## config.mk

```make
export PLATFORM = sky130hd
export DESIGN_NAME = led_driver_core_flat
export DESIGN_NICKNAME = d
export VERILOG_FILES = /design/src/rtl/led_pwm_pkg.sv /design/src/rtl/led_link_if.sv /design/src/rtl/led_driver_core.sv /design/src/flat_wrapper.sv
export VERILOG_INCLUDE_DIRS = /design/src /design/src/rtl
export SDC_FILE = /design/constraint.sdc
export NUM_CORES = 2
export LEC_CHECK = 0
export BUFFER_PORTS_ARGS = -buffer_cell sky130_fd_sc_hd__buf_4
export CELL_PAD_IN_SITES_DETAIL_PLACEMENT = 1
export CELL_PAD_IN_SITES_GLOBAL_PLACEMENT = 2
export CORE_ASPECT_RATIO = 1.5
export CORE_MARGIN = 10
export CORE_UTILIZATION = 40
export CTS_CLUSTER_SIZE = 40
export DETAILED_ROUTE_END_ITERATION = 8
export GPL_TIMING_DRIVEN = 0
export PLACE_DENSITY_LB_ADDON = 0.25
export SLEW_MARGIN = 40
export SYNTH_ARGS = -nofsm -noshare
export SYNTH_HDL_FRONTEND = slang
export SYNTH_SLANG_ARGS = --single-unit
```

## constraint.sdc

```tcl
create_clock -name ref_clk -period 4.3 [get_ports ref_clk]
set_input_delay 0.43 -clock ref_clk [delete_from_list [all_inputs] [get_ports ref_clk]]
set_output_delay 0.43 -clock ref_clk [all_outputs]
set_load 0.1 [all_outputs]
```

## src/rtl/led_pwm_regs.svh

```systemverilog
// Constants of the serial grayscale dimming link and its two ends
// Operation
// - zero or one pulses: capture data word
// - two or three pulses: global latch, new frame
// - six or seven pulses: load 272-bit readback
// - eight or nine pulses: leave readback mode
// - ten or eleven pulses: write configuration word
// - twelve or thirteen: clear counter if enabled
// - counter steps on both grayscale clock edges
// - bit 15 picks fifteen or sixteen latches
// - bit 14 low: low reference forces off
// - bit 13 picks internal grayscale oscillator
// - bit 12 picks density or plain PWM
// - bit 10 picks frame-end or immediate update
// - bits 9..4 gain code, reset 101011
// - bits 3..2 short threshold, reset 00
// - bit 1: low power on all-zero data
// - bit 0: watchdog turns outputs off
// - grayscale words shift in MSB first
// - fifteen format: global latch captures channel 0
// - sixteen format: global latch only loads
// - all above half: 128 segments, else 64
// - controller supplies and counts grayscale clocks
// - readback data leaves on serial output
`ifndef LED_PWM_REGS_SVH
`define LED_PWM_REGS_SVH
`define REF_CLK_KHZ      125000
`define CFG_RESET        16'h02b0
`define CFG_FORMAT       15
`define CFG_REXT_OFF     14
`define CFG_INT_OSC      13
`define CFG_PLAIN_PWM    12
`define CFG_CNT_RST_EN   11
`define CFG_IMMEDIATE    10
`define CFG_GAIN_LSB     4
`define CFG_THR_LSB      2
`define CFG_ZERO_SAVE    1
`define CFG_WDOG_EN      0
`define WDOG_TIME_MS     30
`define OSC_FREQ_KHZ     1500
`define OSC_HALF_CYCLES  (`REF_CLK_KHZ / (2 * `OSC_FREQ_KHZ))
`define READ_CHAIN_BITS  272
`define SCK_HALF_CYCLES  4
`define GCK_HALF_CYCLES  4
`define ADDR_TX_DATA     8'h00
`define ADDR_INSTR       8'h04
`define ADDR_STATUS      8'h08
`define ADDR_RX_DATA     8'h0c
`define ADDR_GCK_CTRL    8'h10
`define ADDR_GCK_COUNT   8'h14
`endif

```

## src/rtl/led_pwm_pkg.sv

```systemverilog
// Types shared by both ends of the dimming link
package led_pwm_pkg;
  typedef enum logic [2:0] {
    INSTR_DATA_LATCH, INSTR_GLOBAL, INSTR_READ, INSTR_NORMAL,
    INSTR_WRITE_CFG, INSTR_CNT_RESET, INSTR_NONE
  } instr_t;
  typedef enum {HOST_IDLE, HOST_SHIFT, HOST_LATCH} host_state_t;
endpackage

```

## src/rtl/led_link_if.sv

```systemverilog
// Four-wire serial link plus grayscale clock between controller and driver
interface led_link_if;
  logic shift_clock;     // Data shift clock
  logic serial_in;       // Data into the driver
  logic latch_strobe;    // Instruction window
  logic grayscale_clock; // Dimming clock, both edges count
  logic serial_out;      // Cascade data from the driver
  modport device (input shift_clock, serial_in, latch_strobe, grayscale_clock,
                  output serial_out);
  modport controller (output shift_clock, serial_in, latch_strobe, grayscale_clock,
                      input serial_out);
endinterface

```

## src/rtl/led_driver_core.sv

```systemverilog
// Driver end: shift chain, instruction decode, configuration and dimming generator
//
// Design decisions made here: the placing of the registers and the plain strobed port.
`include "led_pwm_regs.svh"
module led_driver_core #(
  parameter int WDOG_CYCLES = `WDOG_TIME_MS * `REF_CLK_KHZ
) (
  input  wire logic        ref_clk,         // System clock
  input  wire logic        resetn,          // Synchronous reset, active low
  led_link_if.device       link,            // Serial link
  input  wire logic        rext_low,        // Reference pin comparator, async
  output logic [15:0]      channel_on,      // Sink enables per channel
  output logic [15:0]      config_word,     // Current configuration
  output logic [5:0]       gain_code,       // Global current gain
  output logic [1:0]       short_threshold, // Short detect threshold code
  output logic             low_power,       // Zero-data power save
  output logic             wdog_fault       // Grayscale clock stalled, sticky
);
  localparam logic [21:0] WDOG_LIMIT = 22'(WDOG_CYCLES);
  localparam logic [6:0]  OSC_LAST   = 7'(`OSC_HALF_CYCLES - 1);

  logic [4:0]  meta_reg, sync_reg, prev_reg;
  logic [15:0] shift_reg, shift_next;
  logic [3:0]  count_reg, count_next;
  logic [3:0]  latch_idx_reg, latch_idx_next;
  logic [15:0] hold_reg [16];
  logic [15:0] hold_next [16];
  logic [15:0] active_reg [16];
  logic [15:0] active_next [16];
  logic [`READ_CHAIN_BITS-1:0] chain_reg, chain_next;
  logic        read_mode_reg, read_mode_next;
  logic        pending_reg, pending_next;
  logic [15:0] cfg_reg, cfg_next;
  logic [15:0] gs_reg, gs_next;
  logic [6:0]  osc_cnt_reg, osc_cnt_next;
  logic [21:0] wdog_cnt_reg, wdog_cnt_next;
  logic        wdog_seen_reg, wdog_seen_next;
  logic        sout_reg, sout_next;
  logic [15:0] on_reg, on_next;
  logic        low_power_reg, low_power_next;
  logic        sck_rise, lat_fall, gck_edge, stalled, all_high, all_zero;

  function automatic led_pwm_pkg::instr_t decode_instr(input logic [3:0] n);
    unique case (n[3:1])
      3'h0:    return led_pwm_pkg::INSTR_DATA_LATCH;
      3'h1:    return led_pwm_pkg::INSTR_GLOBAL;
      3'h3:    return led_pwm_pkg::INSTR_READ;
      3'h4:    return led_pwm_pkg::INSTR_NORMAL;
      3'h5:    return led_pwm_pkg::INSTR_WRITE_CFG;
      3'h6:    return led_pwm_pkg::INSTR_CNT_RESET;
      default: return led_pwm_pkg::INSTR_NONE;
    endcase
  endfunction

  // High counter bits pick the segment, low bits the slot inside it; each
  // segment is on for base slots, the remainder adds one slot to segments
  // taken in bit-reversed order so the extra pulses spread evenly
  function automatic logic dim_on(input logic [15:0] v, input logic [15:0] c,
                                  input logic plain, input logic wide);
    logic [9:0] slot;
    logic [9:0] base;
    logic [6:0] seg;
    logic [6:0] rem;
    logic [6:0] rev;
    slot = '0;
    base = '0;
    seg  = '0;
    rem  = '0;
    rev  = '0;
    if (plain)
      return c < v;
    if (wide)
    begin
      slot = {1'b0, c[8:0]};
      base = {1'b0, v[15:7]};
      seg  = c[15:9];
      rem  = v[6:0];
      for (int i = 0; i < 7; i++)
        rev[i] = seg[6 - i];
    end
    else
    begin
      slot = c[9:0];
      base = v[15:6];
      seg  = {1'b0, c[15:10]};
      rem  = {1'b0, v[5:0]};
      for (int i = 0; i < 6; i++)
        rev[i] = seg[5 - i];
    end
    return (slot < base) || ((slot == base) && (rev < rem));
  endfunction

  // Link pins and the comparator are asynchronous to ref_clk
  always_ff @(posedge ref_clk)
  begin
    if (!resetn)
    begin
      meta_reg <= '0;
      sync_reg <= '0;
      prev_reg <= '0;
    end
    else
    begin
      meta_reg <= {link.shift_clock, link.serial_in, link.latch_strobe,
                   link.grayscale_clock, rext_low};
      sync_reg <= meta_reg;
      prev_reg <= sync_reg;
    end
  end

  assign sck_rise = sync_reg[4] & ~prev_reg[4];
  assign lat_fall = ~sync_reg[2] & prev_reg[2];

  always_comb
  begin
    shift_next     = shift_reg;
    count_next     = count_reg;
    latch_idx_next = latch_idx_reg;
    hold_next      = hold_reg;
    active_next    = active_reg;
    chain_next     = chain_reg;
    read_mode_next = read_mode_reg;
    pending_next   = pending_reg;
    cfg_next       = cfg_reg;
    gs_next        = gs_reg;
    osc_cnt_next   = osc_cnt_reg + 7'h01;
    wdog_cnt_next  = wdog_cnt_reg;
    wdog_seen_next = wdog_seen_reg;
    all_high       = 1'b1;
    all_zero       = 1'b1;
    if (sck_rise)
    begin
      if (sync_reg[2])
      begin
        if (count_reg != 4'hf)
          count_next = count_reg + 4'h1;
      end
      else if (read_mode_reg)
        chain_next = {chain_reg[`READ_CHAIN_BITS-2:0], sync_reg[3]};
      else
        shift_next = {shift_reg[14:0], sync_reg[3]};
    end
    // Both-edge grayscale clock, from pin or internal oscillator
    if (osc_cnt_reg == OSC_LAST)
      osc_cnt_next = '0;
    gck_edge = cfg_reg[`CFG_INT_OSC] ? (osc_cnt_reg == OSC_LAST)
                                     : (sync_reg[1] ^ prev_reg[1]);
    if (gck_edge)
    begin
      gs_next       = gs_reg + 16'h0001;
      wdog_cnt_next = '0;
    end
    else if (wdog_cnt_reg != WDOG_LIMIT)
      wdog_cnt_next = wdog_cnt_reg + 22'h000001;
    stalled = cfg_reg[`CFG_WDOG_EN] && (wdog_cnt_reg == WDOG_LIMIT);
    if (gck_edge && (gs_reg == 16'hffff) && pending_reg)
    begin
      active_next  = hold_reg;
      pending_next = 1'b0;
    end
    if (lat_fall)
    begin
      count_next = '0;
      unique case (decode_instr(count_reg))
        led_pwm_pkg::INSTR_DATA_LATCH:
        begin
          hold_next[4'hf - latch_idx_reg] = shift_reg;
          if (latch_idx_reg != 4'hf)
            latch_idx_next = latch_idx_reg + 4'h1;
        end
        led_pwm_pkg::INSTR_GLOBAL:
        begin
          if (!cfg_reg[`CFG_FORMAT])
            hold_next[0] = shift_reg;
          latch_idx_next = '0;
          if (cfg_reg[`CFG_IMMEDIATE])
          begin
            active_next  = hold_next;
            pending_next = 1'b0;
          end
          else
            pending_next = 1'b1;
        end
        led_pwm_pkg::INSTR_READ:
        begin
          for (int i = 0; i < 16; i++)
            chain_next[16 * i + 16 +: 16] = active_reg[i];
          chain_next[15:0] = cfg_reg;
          read_mode_next   = 1'b1;
          wdog_seen_next   = 1'b0;
        end
        led_pwm_pkg::INSTR_NORMAL:
          read_mode_next = 1'b0;
        led_pwm_pkg::INSTR_WRITE_CFG:
          cfg_next = shift_reg;
        led_pwm_pkg::INSTR_CNT_RESET:
        begin
          if (cfg_reg[`CFG_CNT_RST_EN])
            gs_next = '0;
        end
        default: ;
      endcase
    end
    if (stalled)
      wdog_seen_next = 1'b1;
    sout_next = read_mode_next ? chain_next[`READ_CHAIN_BITS-1] : shift_next[15];
    for (int i = 0; i < 16; i++)
    begin
      all_high = all_high & active_reg[i][15];
      all_zero = all_zero & (active_reg[i] == 16'h0000);
    end
    low_power_next = cfg_reg[`CFG_ZERO_SAVE] && all_zero;
    for (int i = 0; i < 16; i++)
      on_next[i] = dim_on(active_reg[i], gs_reg, cfg_reg[`CFG_PLAIN_PWM], all_high);
    // Protection forces every sink off
    if ((sync_reg[0] && !cfg_reg[`CFG_REXT_OFF]) || stalled || low_power_next)
      on_next = '0;
  end

  always_ff @(posedge ref_clk)
  begin
    if (!resetn)
    begin
      shift_reg     <= '0;
      count_reg     <= '0;
      latch_idx_reg <= '0;
      hold_reg      <= '{default: '0};
      active_reg    <= '{default: '0};
      chain_reg     <= '0;
      read_mode_reg <= 1'b0;
      pending_reg   <= 1'b0;
      cfg_reg       <= `CFG_RESET;
      gs_reg        <= '0;
      osc_cnt_reg   <= '0;
      wdog_cnt_reg  <= '0;
      wdog_seen_reg <= 1'b0;
      sout_reg      <= 1'b0;
      on_reg        <= '0;
      low_power_reg <= 1'b0;
    end
    else
    begin
      shift_reg     <= shift_next;
      count_reg     <= count_next;
      latch_idx_reg <= latch_idx_next;
      hold_reg      <= hold_next;
      active_reg    <= active_next;
      chain_reg     <= chain_next;
      read_mode_reg <= read_mode_next;
      pending_reg   <= pending_next;
      cfg_reg       <= cfg_next;
      gs_reg        <= gs_next;
      osc_cnt_reg   <= osc_cnt_next;
      wdog_cnt_reg  <= wdog_cnt_next;
      wdog_seen_reg <= wdog_seen_next;
      sout_reg      <= sout_next;
      on_reg        <= on_next;
      low_power_reg <= low_power_next;
    end
  end

  assign link.serial_out  = sout_reg;
  assign channel_on       = on_reg;
  assign config_word      = cfg_reg;
  assign gain_code        = cfg_reg[`CFG_GAIN_LSB +: 6];
  assign short_threshold  = cfg_reg[`CFG_THR_LSB +: 2];
  assign low_power        = low_power_reg;
  assign wdog_fault       = wdog_seen_reg;
endmodule // led_driver_core

```

## src/flat_wrapper.sv

```systemverilog
// flat-port wrapper written by rule: the top's interface ports become plain ports
module led_driver_core_flat 
#(
  parameter int WDOG_CYCLES = `WDOG_TIME_MS * `REF_CLK_KHZ
)
  (ref_clk, resetn, rext_low, channel_on, config_word, gain_code, short_threshold, low_power, wdog_fault, link_shift_clock, link_serial_in, link_latch_strobe, link_grayscale_clock, link_serial_out);
  led_link_if link_i ();
  input  wire logic ref_clk;
  input  wire logic resetn;
  input  wire logic rext_low;
  output logic [15:0] channel_on;
  output logic [15:0] config_word;
  output logic [5:0] gain_code;
  output logic [1:0] short_threshold;
  output logic low_power;
  output logic wdog_fault;
  input wire logic [$bits(link_i.shift_clock)-1:0] link_shift_clock;
  input wire logic [$bits(link_i.serial_in)-1:0] link_serial_in;
  input wire logic [$bits(link_i.latch_strobe)-1:0] link_latch_strobe;
  input wire logic [$bits(link_i.grayscale_clock)-1:0] link_grayscale_clock;
  output wire logic [$bits(link_i.serial_out)-1:0] link_serial_out;
  assign link_i.shift_clock = link_shift_clock;
  assign link_i.serial_in = link_serial_in;
  assign link_i.latch_strobe = link_latch_strobe;
  assign link_i.grayscale_clock = link_grayscale_clock;
  assign link_serial_out = link_i.serial_out;
  led_driver_core #(.WDOG_CYCLES(WDOG_CYCLES)) u_core (.ref_clk(ref_clk), .resetn(resetn), .link(link_i), .rext_low(rext_low), .channel_on(channel_on), .config_word(config_word), .gain_code(gain_code), .short_threshold(short_threshold), .low_power(low_power), .wdog_fault(wdog_fault));
endmodule
```

* Word-level counts from Yosys, hierarchy flattened
Index checks and enable logic that the tools add are counted.
Operators by class: order comparisons 50, $add $sub $neg 6, equality and inequality tests 33, muxes and demuxes 138, reductions and logical operators 73, bitwise logic cells 38
Operators with widths (number):
- 2-to-1 mux 272 bit | 5
- 2-to-1 mux 256 bit | 4
- 2-to-1 mux 10 bit | 34
- bitwise mux 256 bit | 1
- logical NOT 16 bit | 16
- < comparator 16 bit | 16
- 2-to-1 mux 7 bit | 32
- equality test 10 bit | 16
- < comparator 10 bit | 16
- 2-to-1 mux 16 bit | 9
- < comparator 7 bit | 16
- demux 16 bit (select 4 bit) | 1
- 2-to-1 mux 1 bit | 45
- bitwise AND 1 bit | 32
- one-hot mux 16 bit (2 select lines) | 1
- adder 22 x 1 -> 22 bit (second input constant) | 1
- equality test 22 bit (second input constant) | 1
- logical AND 1 bit | 22
- != test 22 bit (second input constant) | 1
- logical OR 1 bit | 18
- one-hot mux 3 bit (6 select lines) | 1
- adder 16 x 1 -> 16 bit (second input constant) | 1
- equality test 16 bit (second input constant) | 1
- equality test 3 bit (second input constant) | 5
- other kinds (24) | 43
Word-level totals: flip-flop bits (word level) 905, output and inout bits 43, bits of input ports 7, word-level logic and storage cells 388

* Depth between registers and ports, before layout
word-level depth 21, mapped depth 16, mapped depth without buffers 13

* Worst setup path after synthesis
Ideal clock, no wire load.
path type flip-flop to flip-flop, start point register u_core.active_reg[175] in the netlist's numbering, end point register u_core.on_reg[0], in the netlist u_core.channel_on[0], cell stages (with the launch flop) 15, path slack 866 ps, data required time 4230 ps, clock period less this slack 3434 ps, arrival 3364 ps, path buffers 3, setup time 70 ps, path through dfxtp_1 -> nand4_1 -> nor4_1 -> and2_1 -> clkbuf_1 -> clkbuf_1 -> clkbuf_1 -> a21oi_1 -> ha_1 -> nand4_1 -> or3_1 -> a2111oi_0 -> o21ai_0 -> a21o_1 -> a21oi_1
On the way: word-level cells in the longest chain between the ends 17, elaborated cells on any way between the ends 40, classes of those cells 2 x order compare; 1 x eq/ne; 9 x mux; 22 x bitwise; 6 x reduce/logical
Ends and longest elaborated chain:
- start: declaration | line led_driver_core.sv:28 | logic [15:0] active_reg [16];
- start signal: assignment | line led_driver_core.sv:247 | active_reg <= active_next;
- bitwise AND 1 bit (11 in a row) | line led_driver_core.sv:209 | all_high = all_high & active_reg[i][15];
- 2-to-1 mux 1 bit, or another cell as far along (2 in a row) | line led_driver_core.sv:72 | if (wide)
- < comparator 7 bit or equality test 10 bit (tied branches) | line led_driver_core.sv:90 | return (slot < base) || ((slot == base) && (rev < rem));
- logical AND 1 bit | line led_driver_core.sv:90
- logical OR 1 bit | line led_driver_core.sv:90
- 2-to-1 mux 1 bit | line led_driver_core.sv:72
- end signal: assignment | line led_driver_core.sv:257 | on_reg <= on_next;
- end: declaration | line led_driver_core.sv:39 | logic [15:0] on_reg, on_next;
Parallel ways exist; a longest one is shown, timed or not. The select of a mux whose other input is x is not followed. A chain may end at the register's enable or synchronous reset.

* Worst setup path after layout
start point register u_core.active_reg[218] in the netlist's numbering, end point register u_core.on_reg[3], in the netlist u_core.channel_on[3]
On the way: word-level cells in the longest chain between the ends 18
Ends and longest elaborated chain:
- logical NOT 16 bit | line led_driver_core.sv:210 | all_zero = all_zero & (active_reg[i] == 16'h0000);
- bitwise AND 1 bit (14 in a row) | line led_driver_core.sv:210
- logical AND 1 bit | line led_driver_core.sv:212 | low_power_next = cfg_reg[`CFG_ZERO_SAVE] && all_zero;
- logical OR 1 bit | line led_driver_core.sv:216 | if ((sync_reg[0] && !cfg_reg[`CFG_REXT_OFF]) || stalled || low_power_next)
- OR reduction 2 bit (no line)
Every way passes these cells.

==> impl_metrics.json <==
{
  "status": "finished, violations left",
  "violations": "setup timing",
  "muxShareOfSynthArea_pct": 5.92,
  "timing.final.crit_share_pct": 101,
  "fin_skew_ps": 22.9,
  "dpl.hpwl_um": 149000,
  "synth-simple-area-share_pct": 21.2,
  "worstSetupPathType": "reg -> reg",
  "ys.warnings.count": 0,
  "maxSlewViolCount": 0,
  "pin_count": 50,
  "drive_gt1_share_pct": 7.36,
  "drt_iter0_drc": 2617,
  "nFillCells": 14600,
  "fp-row-count": 157,
  "p_leak_uw": 0.0254,
  "worst_slack_ps": -23.9,
  "netlist.area_leader.share_pct": 36.6,
  "setup_viol": 1,
  "required_ps": 4830,
  "cts_max_path_buffers": 3,
  "min_path_type": "reg -> reg",
  "maxSlewHeadroom_pct": 37.3,
  "synth_ff_type": "dfxtp_1",
  "fin_nets": 6609,
  "die-area_mm2": 0.138,
  "crit_path_end_kind": "flop",
  "numCtsBuffers": 94,
  "cts_tree": "done",
  "track_usage_pct": 28.4,
  "cts.sinks": 903,
  "arrival_ps": 4860,
  "via_count": 45200,
  "peakVddDrop_mv": 0.301,
  "synthCells": 5915,
  "seq_area_frac_synth_pct": 36.6,
  "clk_latency_ps": 720,
  "hold_viol": 0,
  "design_area_mm2": 0.0558,
  "synthAdderAreaFrac_pct": 12.8,
  "post_drt_wl_per_cell_um": 26.0,
  "synthArstFlopShare_pct": 0,
  "grt_pass1_wl_um": 295000,
  "synth-edff-count": 0,
  "synth_compound_area_share_pct": 16.8,
  "ys_top_cells_by_area": "dfxtp_1 (37%), ha_1 (13%), nand2_1 (9.2%)",
  "maxCapViolations": 0,
  "grt_max_degree": 21,
  "dieHeight_um": 450,
  "cp-startpoint": "u_core.active_reg[218]",
  "placed_area_mm2": 0.0526,
  "diodes": 0,
  "holdCritStartpoint": "u_core.meta_reg[3]",
  "port_buffers": 49,
  "largest_reg_flops": 272,
  "powerDensity_mw_per_mm2": 307,
  "path_max_fanout": 10,
  "grt_pass1_vias": 46500,
  "synth_top_family_by_area": "simple AND/OR/NAND/NOR gates",
  "cts_max_level": 3,
  "initial_utilization_pct": 40.4,
  "gr-total-overflow": 0,
  "final_antenna_net_count": 0,
  "synth_area_mm2": 0.0494,
  "rsz0062_at_grt": "no",
  "die_w_um": 307,
  "syn_nets": 6428,
  "first_pass_iters": 6,
  "synth-seq-cells": 903,
  "r2r-start": "u_core.active_reg[218]",
  "path_clk_slew_ps": 60,
  "synthTopCellsByCount": "nand2_1 (1209), dfxtp_1 (903), nand3_1 (547), ha_1 (506), mux2i_1 (292)",
  "synth.distinct_cells": 63,
  "place_congestion": 0.887,
  "postSynthAreaPerCell_um2": 8.35,
  "yosysMostFrequentCell": "nand2_1",
  "core_mm2": 0.122,
  "viasPerCell": 5.83,
  "clock.fmax_mhz": 231,
  "synth_top_area_cell": "dfxtp_1",
  "synth_xor_area_share_pct": 0.798,
  "cp-start-kind": "flop",
  "wirelength_um": 202000,
  "area_growth_pct": 13.0,
  "utilization_pct": 45.6,
  "fin_crit_ps": 4320,
  "worst_slew_pin_slew_ps": 938,
  "cts_root_buffer": "clkbuf_16",
  "drc_errors": 0,
  "antenna_found_initial": 8,
  "finalPower_uw": 17100
}
[final timing paths]
path	endpoint	slack, ps	cells past startpoint
setup / recovery	u_core.channel_on[3]	-20	8
hold / removal	u_core.sync_reg[3]	440	1
setup reg to reg	u_core.channel_on[3]	-20	8
hold reg to reg	u_core.sync_reg[3]	440	1
[what timing repair did]
| item | 4_1_cts | 5_1_grt |
|---|---|---|
| setup buffers | 0 | 1 |
| pin swaps | 0 | 1 |
| hold buffers | 5 | 0 |
| setup endpoints to repair | 16 | 10 |
| gates resized for setup | 42 | 9 |
| hold endpoints to repair | 5 | 0 |
[worst max-delay path: stages, from the launching register on]
cell	delay (ps)
dfxtp_1	420
nor4_1	670
nand4_1	300
or4_1	670
nor4_1	480
and4_1	370
a211o_2	500
buf_4	510
a31oi_1	190
[cells by family (layout without fill, tap and decap cells)]
logic type | after synthesis | after routing
compound gates | 1129 | 1129
xor+xnor | 45 | 45
simple gates | 2369 | 2369
flops | 903 | 903
buf+inv | 671 | 923
fa+ha+maj | 506 | 506
mux | 292 | 292
[through the flow]
step	std cells	setup TNS (ps)	hold slack [ps]	worst slack [ps]
after floorplan	5915	0	412	866
after global placement	7554	-386110	416	-2480
after detailed placement	7584	-13670	433	-1460
after CTS	7756	0	429	13.1
after global routing	7757	0	462	7.30
final	7757	-23.9	445	-23.9
[power by group]
part	internal, uW	switching [uW]	leakage [uW]
Sequential	8360	20.8	0.00730
Combinational	139	341	0.0166
Clock	4560	3700	0.00150
Total	13100	4060	0.0254
[final cells by class]
type / count / area [um2] / area share (%)
Sequential cell: 903 / 18200 / 32.6
Clock buffer: 136 / 2740 / 4.91
Multi-Input combinational cell: 4341 / 28500 / 51.1
Buffer: 395 / 1990 / 3.57
Inverter: 276 / 1040 / 1.86
Tap cell: 1590 / 1990 / 3.56
Timing Repair Buffer: 85 / 1050 / 1.88
Clock inverter: 31 / 294 / 0.527
[layout by cell type, fill, tap and decap left out, types with 18 or more instances in the layout]
| cell | n |
|---|---|
| nor2b_1 | 39 |
| buf_6 | 38 |
| clkbuf_1 | 208 |
| o211a_1 | 271 |
| nand2_1 | 1209 |
| nand2b_1 | 36 |
| xor2_1 | 34 |
| clkbuf_2 | 59 |
| buf_1 | 46 |
| nand3_1 | 547 |
| buf_12 | 19 |
| mux2i_1 | 292 |
| o21ai_0 | 117 |
| a2111oi_0 | 26 |
| a21oi_1 | 266 |
| a31oi_1 | 18 |
| nor2_1 | 274 |
| dfxtp_4 | 24 |
| clkinv_2 | 20 |
| a21boi_0 | 273 |
| nor3_1 | 25 |
| inv_1 | 275 |
| buf_2 | 47 |
| clkbuf_16 | 97 |
| dfxtp_1 | 872 |
| and2_1 | 21 |
| a21o_1 | 62 |
| ha_1 | 506 |
| clkbuf_8 | 19 |
| nand4_1 | 87 |
| buf_4 | 64 |
| nor4_1 | 63 |
[per-layer routing]
| metal | vias to the layer above | share of wire (%) | routed length, um | global-route usage, % |
|---|---|---|---|---|
| met2 | 1103 | 50 | 101000 | 51.2 |
| met5 | - | 0 | 0 | 0 |
| met1 | 22600 | 39 | 78800 | 31.6 |
| li1 | 21100 | - | - | - |
| met3 | 480 | 4.4 | 8910 | 3.16 |
| met4 | 0 | 6.7 | 13600 | 17.0 |
No activity file was read; power rests on OpenSTA's default activity.
